<file path="config.mk">
export PLATFORM = sky130hd
export DESIGN_NAME = sfcs_seq
export DESIGN_NICKNAME = d
export VERILOG_FILES = /design/src/hdl/sfcs_sync.v /design/src/hdl/sfcs_buf.v /design/src/hdl/sfcs_seq.v
export VERILOG_INCLUDE_DIRS = /design/src /design/src/shared
export SDC_FILE = /design/constraint.sdc
export NUM_CORES = 1
export LEC_CHECK = 0
export ABC_AREA = 1
export BUFFER_PORTS_ARGS = -buffer_cell sky130_fd_sc_hd__buf_2
export CAP_MARGIN = 0
export CORE_AREA = 10 10 228 143
export DETAILED_ROUTE_END_ITERATION = 10
export DIE_AREA = 0 0 238 153
export PLACE_DENSITY = 0.46
export SYNTH_ARGS = -nofsm -noshare
export SYNTH_HDL_FRONTEND = slang
export SYNTH_SLANG_ARGS = --single-unit
export TNS_END_PERCENT = 50
</file>
<file path="constraint.sdc">
create_clock -name clk_sys -period 9.5 [get_ports clk_sys]
set_input_delay 1.9 -clock clk_sys [delete_from_list [all_inputs] [get_ports clk_sys]]
set_output_delay 1.9 -clock clk_sys [all_outputs]
set_load 0.005 [all_outputs]
</file>
<file path="src/shared/sfcs_consts.vh">
// shared constants of the serial flash command sequencer
// assumes a 50 MHz system clock and a mode 0 serial flash link
`ifndef SFCS_CONSTS_VH
`define SFCS_CONSTS_VH

// flash command bytes
`define SFCS_CMD_WRSR      8'h01
`define SFCS_CMD_PROG      8'h02
`define SFCS_CMD_READ      8'h03
`define SFCS_CMD_WRDI      8'h04
`define SFCS_CMD_RDSR      8'h05
`define SFCS_CMD_WREN      8'h06
`define SFCS_CMD_ERASE     8'h20
`define SFCS_CMD_QREAD     8'h6B
`define SFCS_CMD_RDID      8'h9F

// operation codes on the command port
`define SFCS_OP_READ       4'h0
`define SFCS_OP_QREAD      4'h1
`define SFCS_OP_PROG       4'h2
`define SFCS_OP_ERASE      4'h3
`define SFCS_OP_RDID       4'h4
`define SFCS_OP_RDSR       4'h5
`define SFCS_OP_WRSR       4'h6
`define SFCS_OP_WREN       4'h7
`define SFCS_OP_WRDI       4'h8

// reported operation state
`define SFCS_ST_IDLE       2'h0
`define SFCS_ST_WORKING    2'h1
`define SFCS_ST_DONE       2'h2

// flash status busy bit, id length, address length
`define SFCS_WIP_BIT       0
`define SFCS_ID_BYTES      16'h0003
`define SFCS_ADDR_BYTES    2'h3
`define SFCS_ONE_BYTE      16'h0001
`define SFCS_BYTE_BITS     4'h8
`define SFCS_QUAD_CLKS     4'h2

// timing
`define SFCS_CLK_NS        20
`define SFCS_SCK_HALF_NS   80
`define SFCS_CS_GAP_NS     100
`define SFCS_HALF_CYC      ((`SFCS_SCK_HALF_NS + `SFCS_CLK_NS - 1) / `SFCS_CLK_NS)
`define SFCS_GAP_CYC       ((`SFCS_CS_GAP_NS + `SFCS_CLK_NS - 1) / `SFCS_CLK_NS)

`endif

</file>
<file path="src/hdl/sfcs_sync.v">
// two-flop synchroniser, one generate branch per bit
// assumes inputs come from pins outside the clk_sys domain
module sfcs_sync #(
	parameter WIDTH = 4
) (
	// clock and reset
	input  wire             clk_sys,
	input  wire             reset,
	// pin side and synchronised side
	input  wire [WIDTH-1:0] async_in,
	output wire [WIDTH-1:0] sync_out
);
	genvar i;
	generate
		for (i = 0; i < WIDTH; i = i + 1) begin : g_bit
			reg stage1;
			reg stage2;
			always @(posedge clk_sys or posedge reset) begin
				if (reset) begin
					stage1 <= 1'b0;
					stage2 <= 1'b0;
				end else begin
					stage1 <= async_in[i];
					stage2 <= stage1;
				end
			end
			assign sync_out[i] = stage2;
		end
	endgenerate
endmodule // sfcs_sync

</file>
<file path="src/hdl/sfcs_buf.v">
// small ring buffer with valid/ready on both sides
// assumes both sides run on clk_sys; DEPTH is a power of two
module sfcs_buf #(
	parameter WIDTH = 8,
	parameter DEPTH = 2,
	parameter AW    = 1
) (
	// clock and reset
	input  wire             clk_sys,
	input  wire             reset,
	// filling side
	input  wire             in_valid,
	output wire             in_ready,
	input  wire [WIDTH-1:0] in_data,
	// draining side
	output wire             out_valid,
	input  wire             out_ready,
	output wire [WIDTH-1:0] out_data
);
	reg [WIDTH-1:0] mem [0:DEPTH-1];
	reg [AW-1:0]    wp;
	reg [AW-1:0]    rp;
	reg [AW:0]      cnt;
	wire            push;
	wire            pop;

	assign in_ready  = (cnt != DEPTH[AW:0]);
	assign out_valid = (cnt != {(AW+1){1'b0}});
	assign out_data  = mem[rp];
	assign push      = in_valid && in_ready;
	assign pop       = out_valid && out_ready;

	always @(posedge clk_sys) begin
		if (push) begin
			mem[wp] <= in_data;
		end
	end

	always @(posedge clk_sys or posedge reset) begin
		if (reset) begin
			wp  <= {AW{1'b0}};
			rp  <= {AW{1'b0}};
			cnt <= {(AW+1){1'b0}};
		end else begin
			if (push) begin
				wp <= wp + 1'b1;
			end
			if (pop) begin
				rp <= rp + 1'b1;
			end
			if (push && !pop) begin
				cnt <= cnt + 1'b1;
			end else if (pop && !push) begin
				cnt <= cnt - 1'b1;
			end
		end
	end
endmodule // sfcs_buf

</file>
<file path="src/hdl/sfcs_seq.v">
// serial flash command sequencer: runs one flash operation per command
// assumes a mode 0 serial NOR flash on the pins; the serial clock is made here
`include "sfcs_consts.vh"
module sfcs_seq (
	// clock and reset
	input  wire        clk_sys,
	input  wire        reset,
	// command port
	input  wire        cmd_valid,
	output wire        cmd_ready,
	input  wire [3:0]  cmd_op,
	input  wire [23:0] cmd_addr,
	input  wire [15:0] cmd_count,
	input  wire [7:0]  cmd_status,
	// program data stream
	input  wire        wr_valid,
	output wire        wr_ready,
	input  wire [7:0]  wr_data,
	// read data stream
	output wire        rd_valid,
	input  wire        rd_ready,
	output wire [7:0]  rd_data,
	// results
	output reg  [1:0]  op_in_progress_state,
	output reg         op_done,
	output reg  [7:0]  flash_status,
	output reg  [7:0]  id_manuf,
	output reg  [15:0] id_device,
	output reg         flash_absent,
	// flash pins
	output reg         flash_sclk,
	output reg         flash_cs_n,
	output wire [3:0]  dq_out,
	output wire [3:0]  dq_oe_n,
	input  wire [3:0]  dq_in
);
	localparam [3:0] S_IDLE  = 4'h0;
	localparam [3:0] S_WREN  = 4'h1;
	localparam [3:0] S_GAP   = 4'h2;
	localparam [3:0] S_CMD   = 4'h3;
	localparam [3:0] S_ADDR  = 4'h4;
	localparam [3:0] S_DUMMY = 4'h5;
	localparam [3:0] S_WDATA = 4'h6;
	localparam [3:0] S_RDATA = 4'h7;
	localparam [3:0] S_TAIL  = 4'h8;
	localparam [3:0] S_PCMD  = 4'h9;
	localparam [3:0] S_PRD   = 4'hA;
	localparam [3:0] S_END   = 4'hB;
	localparam integer HALF_I = `SFCS_HALF_CYC;
	localparam integer GAP_I  = `SFCS_GAP_CYC;
	localparam [2:0] HALF    = HALF_I[2:0];
	localparam [2:0] GAP     = GAP_I[2:0];

	reg  [3:0]  state;
	reg  [3:0]  op;
	reg  [23:0] addr;
	reg  [15:0] count;
	reg  [7:0]  wrsr_val;
	reg  [1:0]  addr_idx;
	reg  [2:0]  gap_cnt;
	reg         gap_poll;
	reg  [2:0]  div;
	reg  [3:0]  clk_left;
	reg  [7:0]  tx;
	reg  [7:0]  rx;
	reg         eng_run;
	reg         byte_end;
	reg         wide;
	reg         hiz;
	reg         push;
	wire [3:0]  dq_s;
	wire        buf_ready;
	wire        stream_rd;
	wire        rx_room;

	function [7:0] opcode;
		input [3:0] o;
		begin
			case (o)
				`SFCS_OP_READ:  opcode = `SFCS_CMD_READ;
				`SFCS_OP_QREAD: opcode = `SFCS_CMD_QREAD;
				`SFCS_OP_PROG:  opcode = `SFCS_CMD_PROG;
				`SFCS_OP_ERASE: opcode = `SFCS_CMD_ERASE;
				`SFCS_OP_RDID:  opcode = `SFCS_CMD_RDID;
				`SFCS_OP_RDSR:  opcode = `SFCS_CMD_RDSR;
				`SFCS_OP_WRSR:  opcode = `SFCS_CMD_WRSR;
				`SFCS_OP_WRDI:  opcode = `SFCS_CMD_WRDI;
				default:        opcode = `SFCS_CMD_WREN;
			endcase
		end
	endfunction

	sfcs_sync #(
		.WIDTH(4)
	) u_sync (
		.clk_sys  (clk_sys),
		.reset    (reset),
		.async_in (dq_in),
		.sync_out (dq_s)
	);

	sfcs_buf #(
		.WIDTH(8),
		.DEPTH(2),
		.AW   (1)
	) u_buf (
		.clk_sys   (clk_sys),
		.reset     (reset),
		.in_valid  (push),
		.in_ready  (buf_ready),
		.in_data   (rx),
		.out_valid (rd_valid),
		.out_ready (rd_ready),
		.out_data  (rd_data)
	);

	assign stream_rd = (op == `SFCS_OP_READ) || (op == `SFCS_OP_QREAD);
	// a READ/QREAD byte only starts with a free slot, so a stalled reader stops the clock
	assign rx_room   = !stream_rd || (buf_ready && !push);
	assign cmd_ready = (state == S_IDLE);
	assign wr_ready  = (state == S_WDATA) && !eng_run && (count != 16'h0000);
	// dq0 carries commands; dq2/dq3 held high as protect/hold until the quad read dummy byte
	assign dq_out    = {2'b11, 1'b0, tx[7]};
	assign dq_oe_n   = {hiz, hiz, 1'b1, hiz};

	always @(posedge clk_sys or posedge reset) begin
		if (reset) begin
			state                <= S_IDLE;
			op                   <= `SFCS_OP_READ;
			addr                 <= 24'h000000;
			count                <= 16'h0000;
			wrsr_val             <= 8'h00;
			addr_idx             <= 2'h0;
			gap_cnt              <= 3'h0;
			gap_poll             <= 1'b0;
			div                  <= 3'h0;
			clk_left             <= 4'h0;
			tx                   <= 8'h00;
			rx                   <= 8'h00;
			eng_run              <= 1'b0;
			byte_end             <= 1'b0;
			wide                 <= 1'b0;
			hiz                  <= 1'b0;
			push                 <= 1'b0;
			op_in_progress_state <= `SFCS_ST_IDLE;
			op_done              <= 1'b0;
			flash_status         <= 8'h00;
			id_manuf             <= 8'h00;
			id_device            <= 16'h0000;
			flash_absent         <= 1'b0;
			flash_sclk           <= 1'b0;
			flash_cs_n           <= 1'b1;
		end else begin
			byte_end <= 1'b0;
			push     <= 1'b0;
			op_done  <= 1'b0;
			// byte engine: sample on rising edge, shift on falling edge
			if (eng_run) begin
				if (div == HALF - 3'h1) begin
					div <= 3'h0;
					if (!flash_sclk) begin
						flash_sclk <= 1'b1;
						if (wide) begin
							rx <= {rx[3:0], dq_s};
						end else begin
							rx <= {rx[6:0], dq_s[1]};
						end
					end else begin
						flash_sclk <= 1'b0;
						tx         <= {tx[6:0], 1'b0};
						clk_left   <= clk_left - 4'h1;
						if (clk_left == 4'h1) begin
							eng_run  <= 1'b0;
							byte_end <= 1'b1;
						end
					end
				end else begin
					div <= div + 3'h1;
				end
			end
			case (state)
				S_IDLE: begin
					if (cmd_valid) begin
						op                   <= cmd_op;
						addr                 <= cmd_addr;
						wrsr_val             <= cmd_status;
						op_in_progress_state <= `SFCS_ST_WORKING;
						flash_cs_n           <= 1'b0;
						eng_run              <= 1'b1;
						div                  <= 3'h0;
						clk_left             <= `SFCS_BYTE_BITS;
						if (cmd_op == `SFCS_OP_RDID) begin
							count <= `SFCS_ID_BYTES;
						end else if (cmd_op == `SFCS_OP_RDSR) begin
							count <= `SFCS_ONE_BYTE;
						end else begin
							count <= cmd_count;
						end
						// flash forgets write enable after each program/erase
						if (cmd_op == `SFCS_OP_PROG || cmd_op == `SFCS_OP_ERASE) begin
							tx    <= `SFCS_CMD_WREN;
							state <= S_WREN;
						end else begin
							tx    <= opcode(cmd_op);
							state <= S_CMD;
						end
					end
				end
				S_WREN: begin
					if (byte_end) begin
						flash_cs_n <= 1'b1;
						gap_cnt    <= 3'h0;
						gap_poll   <= 1'b0;
						state      <= S_GAP;
					end
				end
				S_GAP: begin
					// write enable and polls only take effect on chip select rising
					if (gap_cnt == GAP - 3'h1) begin
						flash_cs_n <= 1'b0;
						eng_run    <= 1'b1;
						div        <= 3'h0;
						clk_left   <= `SFCS_BYTE_BITS;
						if (gap_poll) begin
							tx    <= `SFCS_CMD_RDSR;
							state <= S_PCMD;
						end else begin
							tx    <= opcode(op);
							state <= S_CMD;
						end
					end else begin
						gap_cnt <= gap_cnt + 3'h1;
					end
				end
				S_CMD: begin
					if (byte_end) begin
						if (op == `SFCS_OP_READ || op == `SFCS_OP_QREAD ||
							op == `SFCS_OP_PROG || op == `SFCS_OP_ERASE) begin
							tx       <= addr[23:16];
							addr_idx <= 2'h1;
							eng_run  <= 1'b1;
							div      <= 3'h0;
							clk_left <= `SFCS_BYTE_BITS;
							state    <= S_ADDR;
						end else if (op == `SFCS_OP_WRSR) begin
							tx       <= wrsr_val;
							eng_run  <= 1'b1;
							div      <= 3'h0;
							clk_left <= `SFCS_BYTE_BITS;
							state    <= S_TAIL;
						end else if (op == `SFCS_OP_RDID || op == `SFCS_OP_RDSR) begin
							state <= S_RDATA;
						end else begin
							state <= S_END;
						end
					end
				end
				S_ADDR: begin
					if (byte_end) begin
						if (addr_idx != `SFCS_ADDR_BYTES) begin
							tx       <= (addr_idx == 2'h1) ? addr[15:8] : addr[7:0];
							addr_idx <= addr_idx + 2'h1;
							eng_run  <= 1'b1;
							div      <= 3'h0;
							clk_left <= `SFCS_BYTE_BITS;
						end else if (op == `SFCS_OP_ERASE) begin
							flash_cs_n <= 1'b1;
							gap_cnt    <= 3'h0;
							gap_poll   <= 1'b1;
							state      <= S_GAP;
						end else if (op == `SFCS_OP_PROG) begin
							state <= S_WDATA;
						end else if (op == `SFCS_OP_QREAD) begin
							// dummy byte: lines released so the flash may turn them round
							tx       <= 8'h00;
							hiz      <= 1'b1;
							eng_run  <= 1'b1;
							div      <= 3'h0;
							clk_left <= `SFCS_BYTE_BITS;
							state    <= S_DUMMY;
						end else begin
							state <= S_RDATA;
						end
					end
				end
				S_DUMMY: begin
					if (byte_end) begin
						wide  <= 1'b1;
						state <= S_RDATA;
					end
				end
				S_WDATA: begin
					if (!eng_run) begin
						if (count == 16'h0000) begin
							state <= S_END;
						end else if (wr_valid) begin
							tx       <= wr_data;
							count    <= count - 16'h0001;
							eng_run  <= 1'b1;
							div      <= 3'h0;
							clk_left <= `SFCS_BYTE_BITS;
						end
					end
				end
				S_RDATA: begin
					if (byte_end) begin
						if (stream_rd) begin
							push <= 1'b1;
						end else if (op == `SFCS_OP_RDSR) begin
							flash_status <= rx;
						end else begin
							id_manuf  <= id_device[15:8];
							id_device <= {id_device[7:0], rx};
						end
					end else if (!eng_run) begin
						if (count == 16'h0000) begin
							state <= S_END;
						end else if (rx_room) begin
							tx       <= 8'h00;
							count    <= count - 16'h0001;
							eng_run  <= 1'b1;
							div      <= 3'h0;
							clk_left <= wide ? `SFCS_QUAD_CLKS : `SFCS_BYTE_BITS;
						end
					end
				end
				S_TAIL: begin
					if (byte_end) begin
						state <= S_END;
					end
				end
				S_PCMD: begin
					if (byte_end) begin
						tx       <= 8'h00;
						eng_run  <= 1'b1;
						div      <= 3'h0;
						clk_left <= `SFCS_BYTE_BITS;
						state    <= S_PRD;
					end
				end
				S_PRD: begin
					if (byte_end) begin
						flash_status <= rx;
						if (rx[`SFCS_WIP_BIT]) begin
							flash_cs_n <= 1'b1;
							gap_cnt    <= 3'h0;
							state      <= S_GAP;
						end else begin
							state <= S_END;
						end
					end
				end
				S_END: begin
					flash_cs_n           <= 1'b1;
					wide                 <= 1'b0;
					hiz                  <= 1'b0;
					op_done              <= 1'b1;
					op_in_progress_state <= `SFCS_ST_DONE;
					if (op == `SFCS_OP_RDID) begin
						flash_absent <= ({id_manuf, id_device} == 24'h000000) ||
							({id_manuf, id_device} == 24'hFFFFFF);
					end
					state <= S_IDLE;
				end
				default: begin
					state <= S_IDLE;
				end
			endcase
		end
	end
endmodule // sfcs_seq

</file>
Word level (Yosys, flattened, before mapping)
Memory sizes are Yosys's and may differ from the RTL's.
Index checks and enable logic that the tools add are counted.
W data, S select, Z words.

cells by class
  add/subtract/negate cells = 9
  multiply operators = 0
  divide/modulo/power cells = 0
  magnitude comparators = 0
  equality and inequality tests = 56
  shift-type cells = 0
  multiplexer cells = 178
  bitwise gates (word level) = 3
  reductions and logical operators = 50

operators with widths
  kind                     count
  $mux W8                  29
  $mux W16                 10
  $mux W4                  40
  $mux W3                  28
  $ne A2 B2 Y1 const B     30
  $pmux W8 S7              1
  $pmux W16 S3             1
  $mux W1                  47
  $pmux W4 S11             1
  $eq A4 B3 Y1 const B     9
  $pmux W4 S7              1
  $eq A24 B24 Y1 const B   1
  $eq A4 B2 Y1 const B     6
  $logic_not A24 Y1        1
  $pmux W3 S7              1
  $mux W2                  10
  $reduce_and A9 Y1        2
  $eq A4 B4 Y1 const B     4
  $logic_not A16 Y1        1
  $pmux W8 S2              1
  $reduce_bool A16 Y1      1
  $reduce_bool A2 Y1       8
  $sub A16 B1 Y16 const B  1
  $reduce_and A5 Y1        3
  28 further kinds         59

word-level totals
  bits in registers = 140
  latch bits = 0
  RAM bits = 16
  ROM bits = 256
  input bits = 69
  output and inout port bits = 57
  word-level logic and storage cells = 335
  memories = 3

memories
  name              depth  bits a word  rd ports  clocked after Yosys merged registers in  write ports  line           text
  (name not given)  16     8            1         0                                        0            sfcs_seq.v:79  case (o)
  (name not given)  16     8            1         0                                        0            sfcs_seq.v:79
  u_buf.mem         2      8            1         0                                        1            sfcs_buf.v:20  reg [WIDTH-1:0] mem [0:DEPTH-1];

Depth between registers and ports, before layout
  depth in word-level cells = 11
  mapped depth = 14
  depth with buffers taken out = 14

Modules after synthesis
From an unflattened synthesis, not the netlist that was laid out.

second synthesis, totals
  cell total of the unflattened synthesis = 1,165
  area total of the unflattened synthesis = 8,774.7 um2

modules (own cells, without submodules)
  module     instances  cells an instance  area an instance (um2)  seq. area each (um2)
  sfcs_seq   1          1,098              7,681.1                 3,204.3
  sfcs_buf   1          54                 859.6                   580.6
  sfcs_sync  1          13                 234.0                   200.2

Least setup slack after synthesis
Ideal clock, no wire load.

  path type = register to output
  from = reg count[0]
  to = out wr_ready
  data arrival time = 1,229 ps
  data required time = 7,600 ps
  setup slack = 6,371 ps
  cell stages (with the launch flop) = 8
  path buffers = 0
  cells stage by stage = dfrtp_1 > inv_1 > ha_1 > nand3_1 > nor2_1 > nand2_1 > nand2_1 > inv_1

on the way
  longest elaborated chain between the ends = 2

RTL lines
  item                    line            text
  start, declared         sfcs_seq.v:57   reg [15:0] count;
  start signal, assigned  sfcs_seq.v:193  count <= `SFCS_ID_BYTES;
  start signal, assigned  sfcs_seq.v:195  count <= `SFCS_ONE_BYTE;
  start signal, assigned  sfcs_seq.v:197  count <= cmd_count;
  $reduce_bool A16 Y1     sfcs_seq.v:121  assign wr_ready = (state == S_WDATA) && !eng_run && (count != 16'h0000);
  $logic_and A1 B1 Y1     sfcs_seq.v:121
  end, declared           sfcs_seq.v:17   output wire wr_ready,

No other way between the ends.

Worst setup path after layout
Same ends and word-level chain as after synthesis.

==> metrics.cfg <==
[floorplan]
num_io_pins=126
dieArea_um2=36400
fp.dieH_um=153
start_util_pct=29.7
core_area_um2=28400
fp.dieW_um=238
rows=48

[power]
power_frac_clock_pct=24.4
max-vdd-ir-drop_uv=87.7
power_density_nw_per_um2=282
swShare_pct=43.6
power.internal_mw=1.59
pwr-share-seq_pct=36.1
leakage_nw=5.01
power_mw=2.81
comb_power_share_pct=39.5
net-switching-power_mw=1.22

[sta]
finalSetupViolCount=0
worstMarginPinSlew_ns=1.06
max_freq_mhz=244
relSlewSlack_pct=29.0
timing.final.crit_share_pct=43.1
slew_violations=0
fin_hold_ws_ns=0.344
setup_slack_ns=5.40
skew_ns=0.0120
timing_hold_violations_final=0
tns_ns=0
fin_crit_ns=4.10
rsz0062_at_grt=no

[layout]
syn_to_final_growth_pct=18.2
postLayoutCoreUtil_pct=35.1
antenna_cells=0
nFillCells=3032
drive_above_1_share_pct=15.0
nNetsFinal=1297
layoutNonFillerInstCount=1596
final_area_um2=9960

[cts]
cts_tree=yes
postCtsHoldBufs=0
clk_pin_slew_ns=0.07
cts_resized=0
clk_latency_ns=0.45
cts-buffers-inserted=17
clock-sinks=156
post_cts_buffers=0
clockBufferDepth=2
htree_num_levels=4
ctsRootBufferMaster=clkbuf_16

[placed_design]
hpwl_um=20800
pre_cts_slack_ns=5.62
gp_congestion=0.938
place_area_um2=9380
dp_cells=1564
port_buffers=121

[critical_path]
reg2reg_slack_ns=6.68
r2r_cells=10
cp_slowest_cell=dfrtp_1
crit_start=count[0]
crit_chain=inv_1 > ha_1 > nand3_1 > nor2_1 > nand2_1 > nand2_1 > inv_1 > buf_2
startpoint_type=register
endpoint=wr_ready
critPathBufInv=3
reg2reg_from=state[3]
path_class=reg2out
worstPathRequired_ns=7.60
crit_path_max_incr_delay_ns=0.37
crit_family=simple AND/OR/NAND/NOR gates
critPathCaptureType=output port
cp.depth=8
arrival_ns=2.20
reg2reg_to=count[0]
crit_path_max_fanout=5

[drt]
post_drt_wl_per_cell_um=17.2
routed_wl_um=27400
vias=7719
drc=0
routed_via_density=4.84
drt_first_pass_iters=5
drt_iter0_drc=770
drtAntennaViolNets=0

[grt]
grt_usage_pct=15.0
grt.overflow.total=0
grt_pass1_vias=7284
antenna_found_initial=0
grt_pass1_wl_um=42600
grt_max_degree=77

[yosys]
ys_async_sr_fraction_pct=89.7
yosys_warnings=0
syn_area_per_cell_um2=7.68
synth_ff_type=dfrtp_1
yosysUniqueCellTypes=41
synth_seq_area_share_pct=47.3
synth_edf_count=16
synth_seq_cells=156
netlist_area_um2=8430
syn_inst=1097

[flow_run]
drv_cap=0

[hold_path]
hold_path_startpoint=u_sync.g_bit[0].stage1
hp-class=reg2reg

[outcome]
status=finished clean

[layer usage]
metal	GRT usage [%]	part of all wire (%)	vias to the layer above
met5	0	0	-
met4	3.19	0.88	0
met3	5.39	9.5	21
met2	18.7	37	290
met1	23.2	53	3600
li1	-	-	3808
[placed cells by master, fill, tap and decap left out, types with 2 or more instances in the layout]
master / n
nor2_2: 2
nand3_1: 65
ha_1: 20
inv_1: 129
o22ai_1: 6
mux2i_1: 2
nand3b_1: 3
dfrtp_1: 139
conb_1: 4
clkbuf_16: 17
nand4_1: 21
mux2_2: 13
buf_4: 6
nand2_1: 311
o21ai_1: 3
nor2_1: 103
o211ai_1: 11
buf_2: 121
inv_6: 7
a21oi_1: 50
clkinv_1: 2
o31ai_1: 3
xor2_1: 4
inv_8: 6
nor3_1: 6
edfxtp_1: 16
o2111ai_1: 2
o21ai_0: 117
nor4_1: 8
xnor2_1: 5
o21a_1: 2
a31oi_1: 2
[cells by family (layout without fill, tap and decap cells)]
| kind of cell | after synthesis | count (layout) | share of synthesized area, % |
|---|---|---|---|
| and+or+nand+nor | 524 | 524 | 25.7 |
| adders and majority gates | 20 | 20 | 2.97 |
| xor gates and xnor gates | 9 | 9 | 0.935 |
| buffers and inverters | 170 | 292 | 8.12 |
| muxes | 15 | 15 | 1.98 |
| AOI/OAI and AO/OA | 201 | 201 | 12.9 |
| DFF | 156 | 156 | 47.3 |
| other | 2 | 4 | 0.0891 |
[layout make-up]
class	count	area (um^2)	share of cell area (%)
timing repair buffer	127	651	6.53
tap	375	469	4.71
clock buffer	18	439	4.41
clock inverter	14	136	1.37
sequential	156	3990	40.0
multi-input combinational	773	3770	37.9
inverter	133	504	5.06
[worst min path at each step]
stage,end,slack [ns],depth (start not counted)
after CTS,u_sync.g_bit[0].stage2,0.35,0
after global routing,u_sync.g_bit[0].stage2,0.35,0
after floorplan,u_sync.g_bit[0].stage2,0.33,0
after global placement,u_sync.g_bit[3].stage2,0.34,0
final,u_sync.g_bit[0].stage2,0.34,0
after detailed placement,u_sync.g_bit[0].stage2,0.34,0
[state kept, by name, indices dropped and copies added (netlist names), 8 cells and up]
register      count
addr             24
count            16
id_device        16
u_buf.mem        16
flash_status      8
id_manuf          8
rx                8
tx                8
wrsr_val          8
[cell usage after synthesis, types with 3 or more instances]
cell / count / area share (%)
buf_2: 10 / 0.59
dfrtp_1: 139 / 41
nand2_1: 311 / 14
nand3b_1: 3 / 0.27
o31ai_1: 3 / 0.27
nor2_2: 3 / 0.22
edfxtp_1: 16 / 5.7
nand4_1: 21 / 1.6
ha_1: 20 / 3.0
nand3_1: 65 / 3.9
nor3_1: 7 / 0.42
clkbuf_1: 17 / 0.76
xor2_1: 4 / 0.42
mux2_2: 13 / 1.7
nor2_1: 103 / 4.6
o22ai_1: 6 / 0.45
o21ai_0: 117 / 6.9
o21ai_1: 3 / 0.18
o211ai_1: 11 / 0.98
buf_4: 9 / 0.80
nor4_1: 8 / 0.59
a21oi_1: 50 / 3.0
inv_1: 130 / 5.8
xnor2_1: 5 / 0.52
[power by group through the flow]
stage | sequential, mW | clock, mW | combinational [mW]
after floorplan | 0.975 | 0 | 0.790
after global placement | 1.02 | 0 | 1.11
after detailed placement | 1.02 | 0 | 1.10
after CTS | 1.01 | 0.706 | 1.11
after global routing | 1.04 | 0.733 | 1.27
final | 1.01 | 0.685 | 1.11
[worst register-to-register path: stages (launching register included)]
cell and delay (ns):
dfrtp_1 0.46, inv_1 0.10, nand2_1 0.09, nor2_1 0.07, buf_4 0.21, inv_1 0.45
nand2_1 0.11, nor2_1 0.82, inv_1 0.15, o22ai_1 0.14, o21ai_0 0.10
Power figures use the tool's default switching activity.
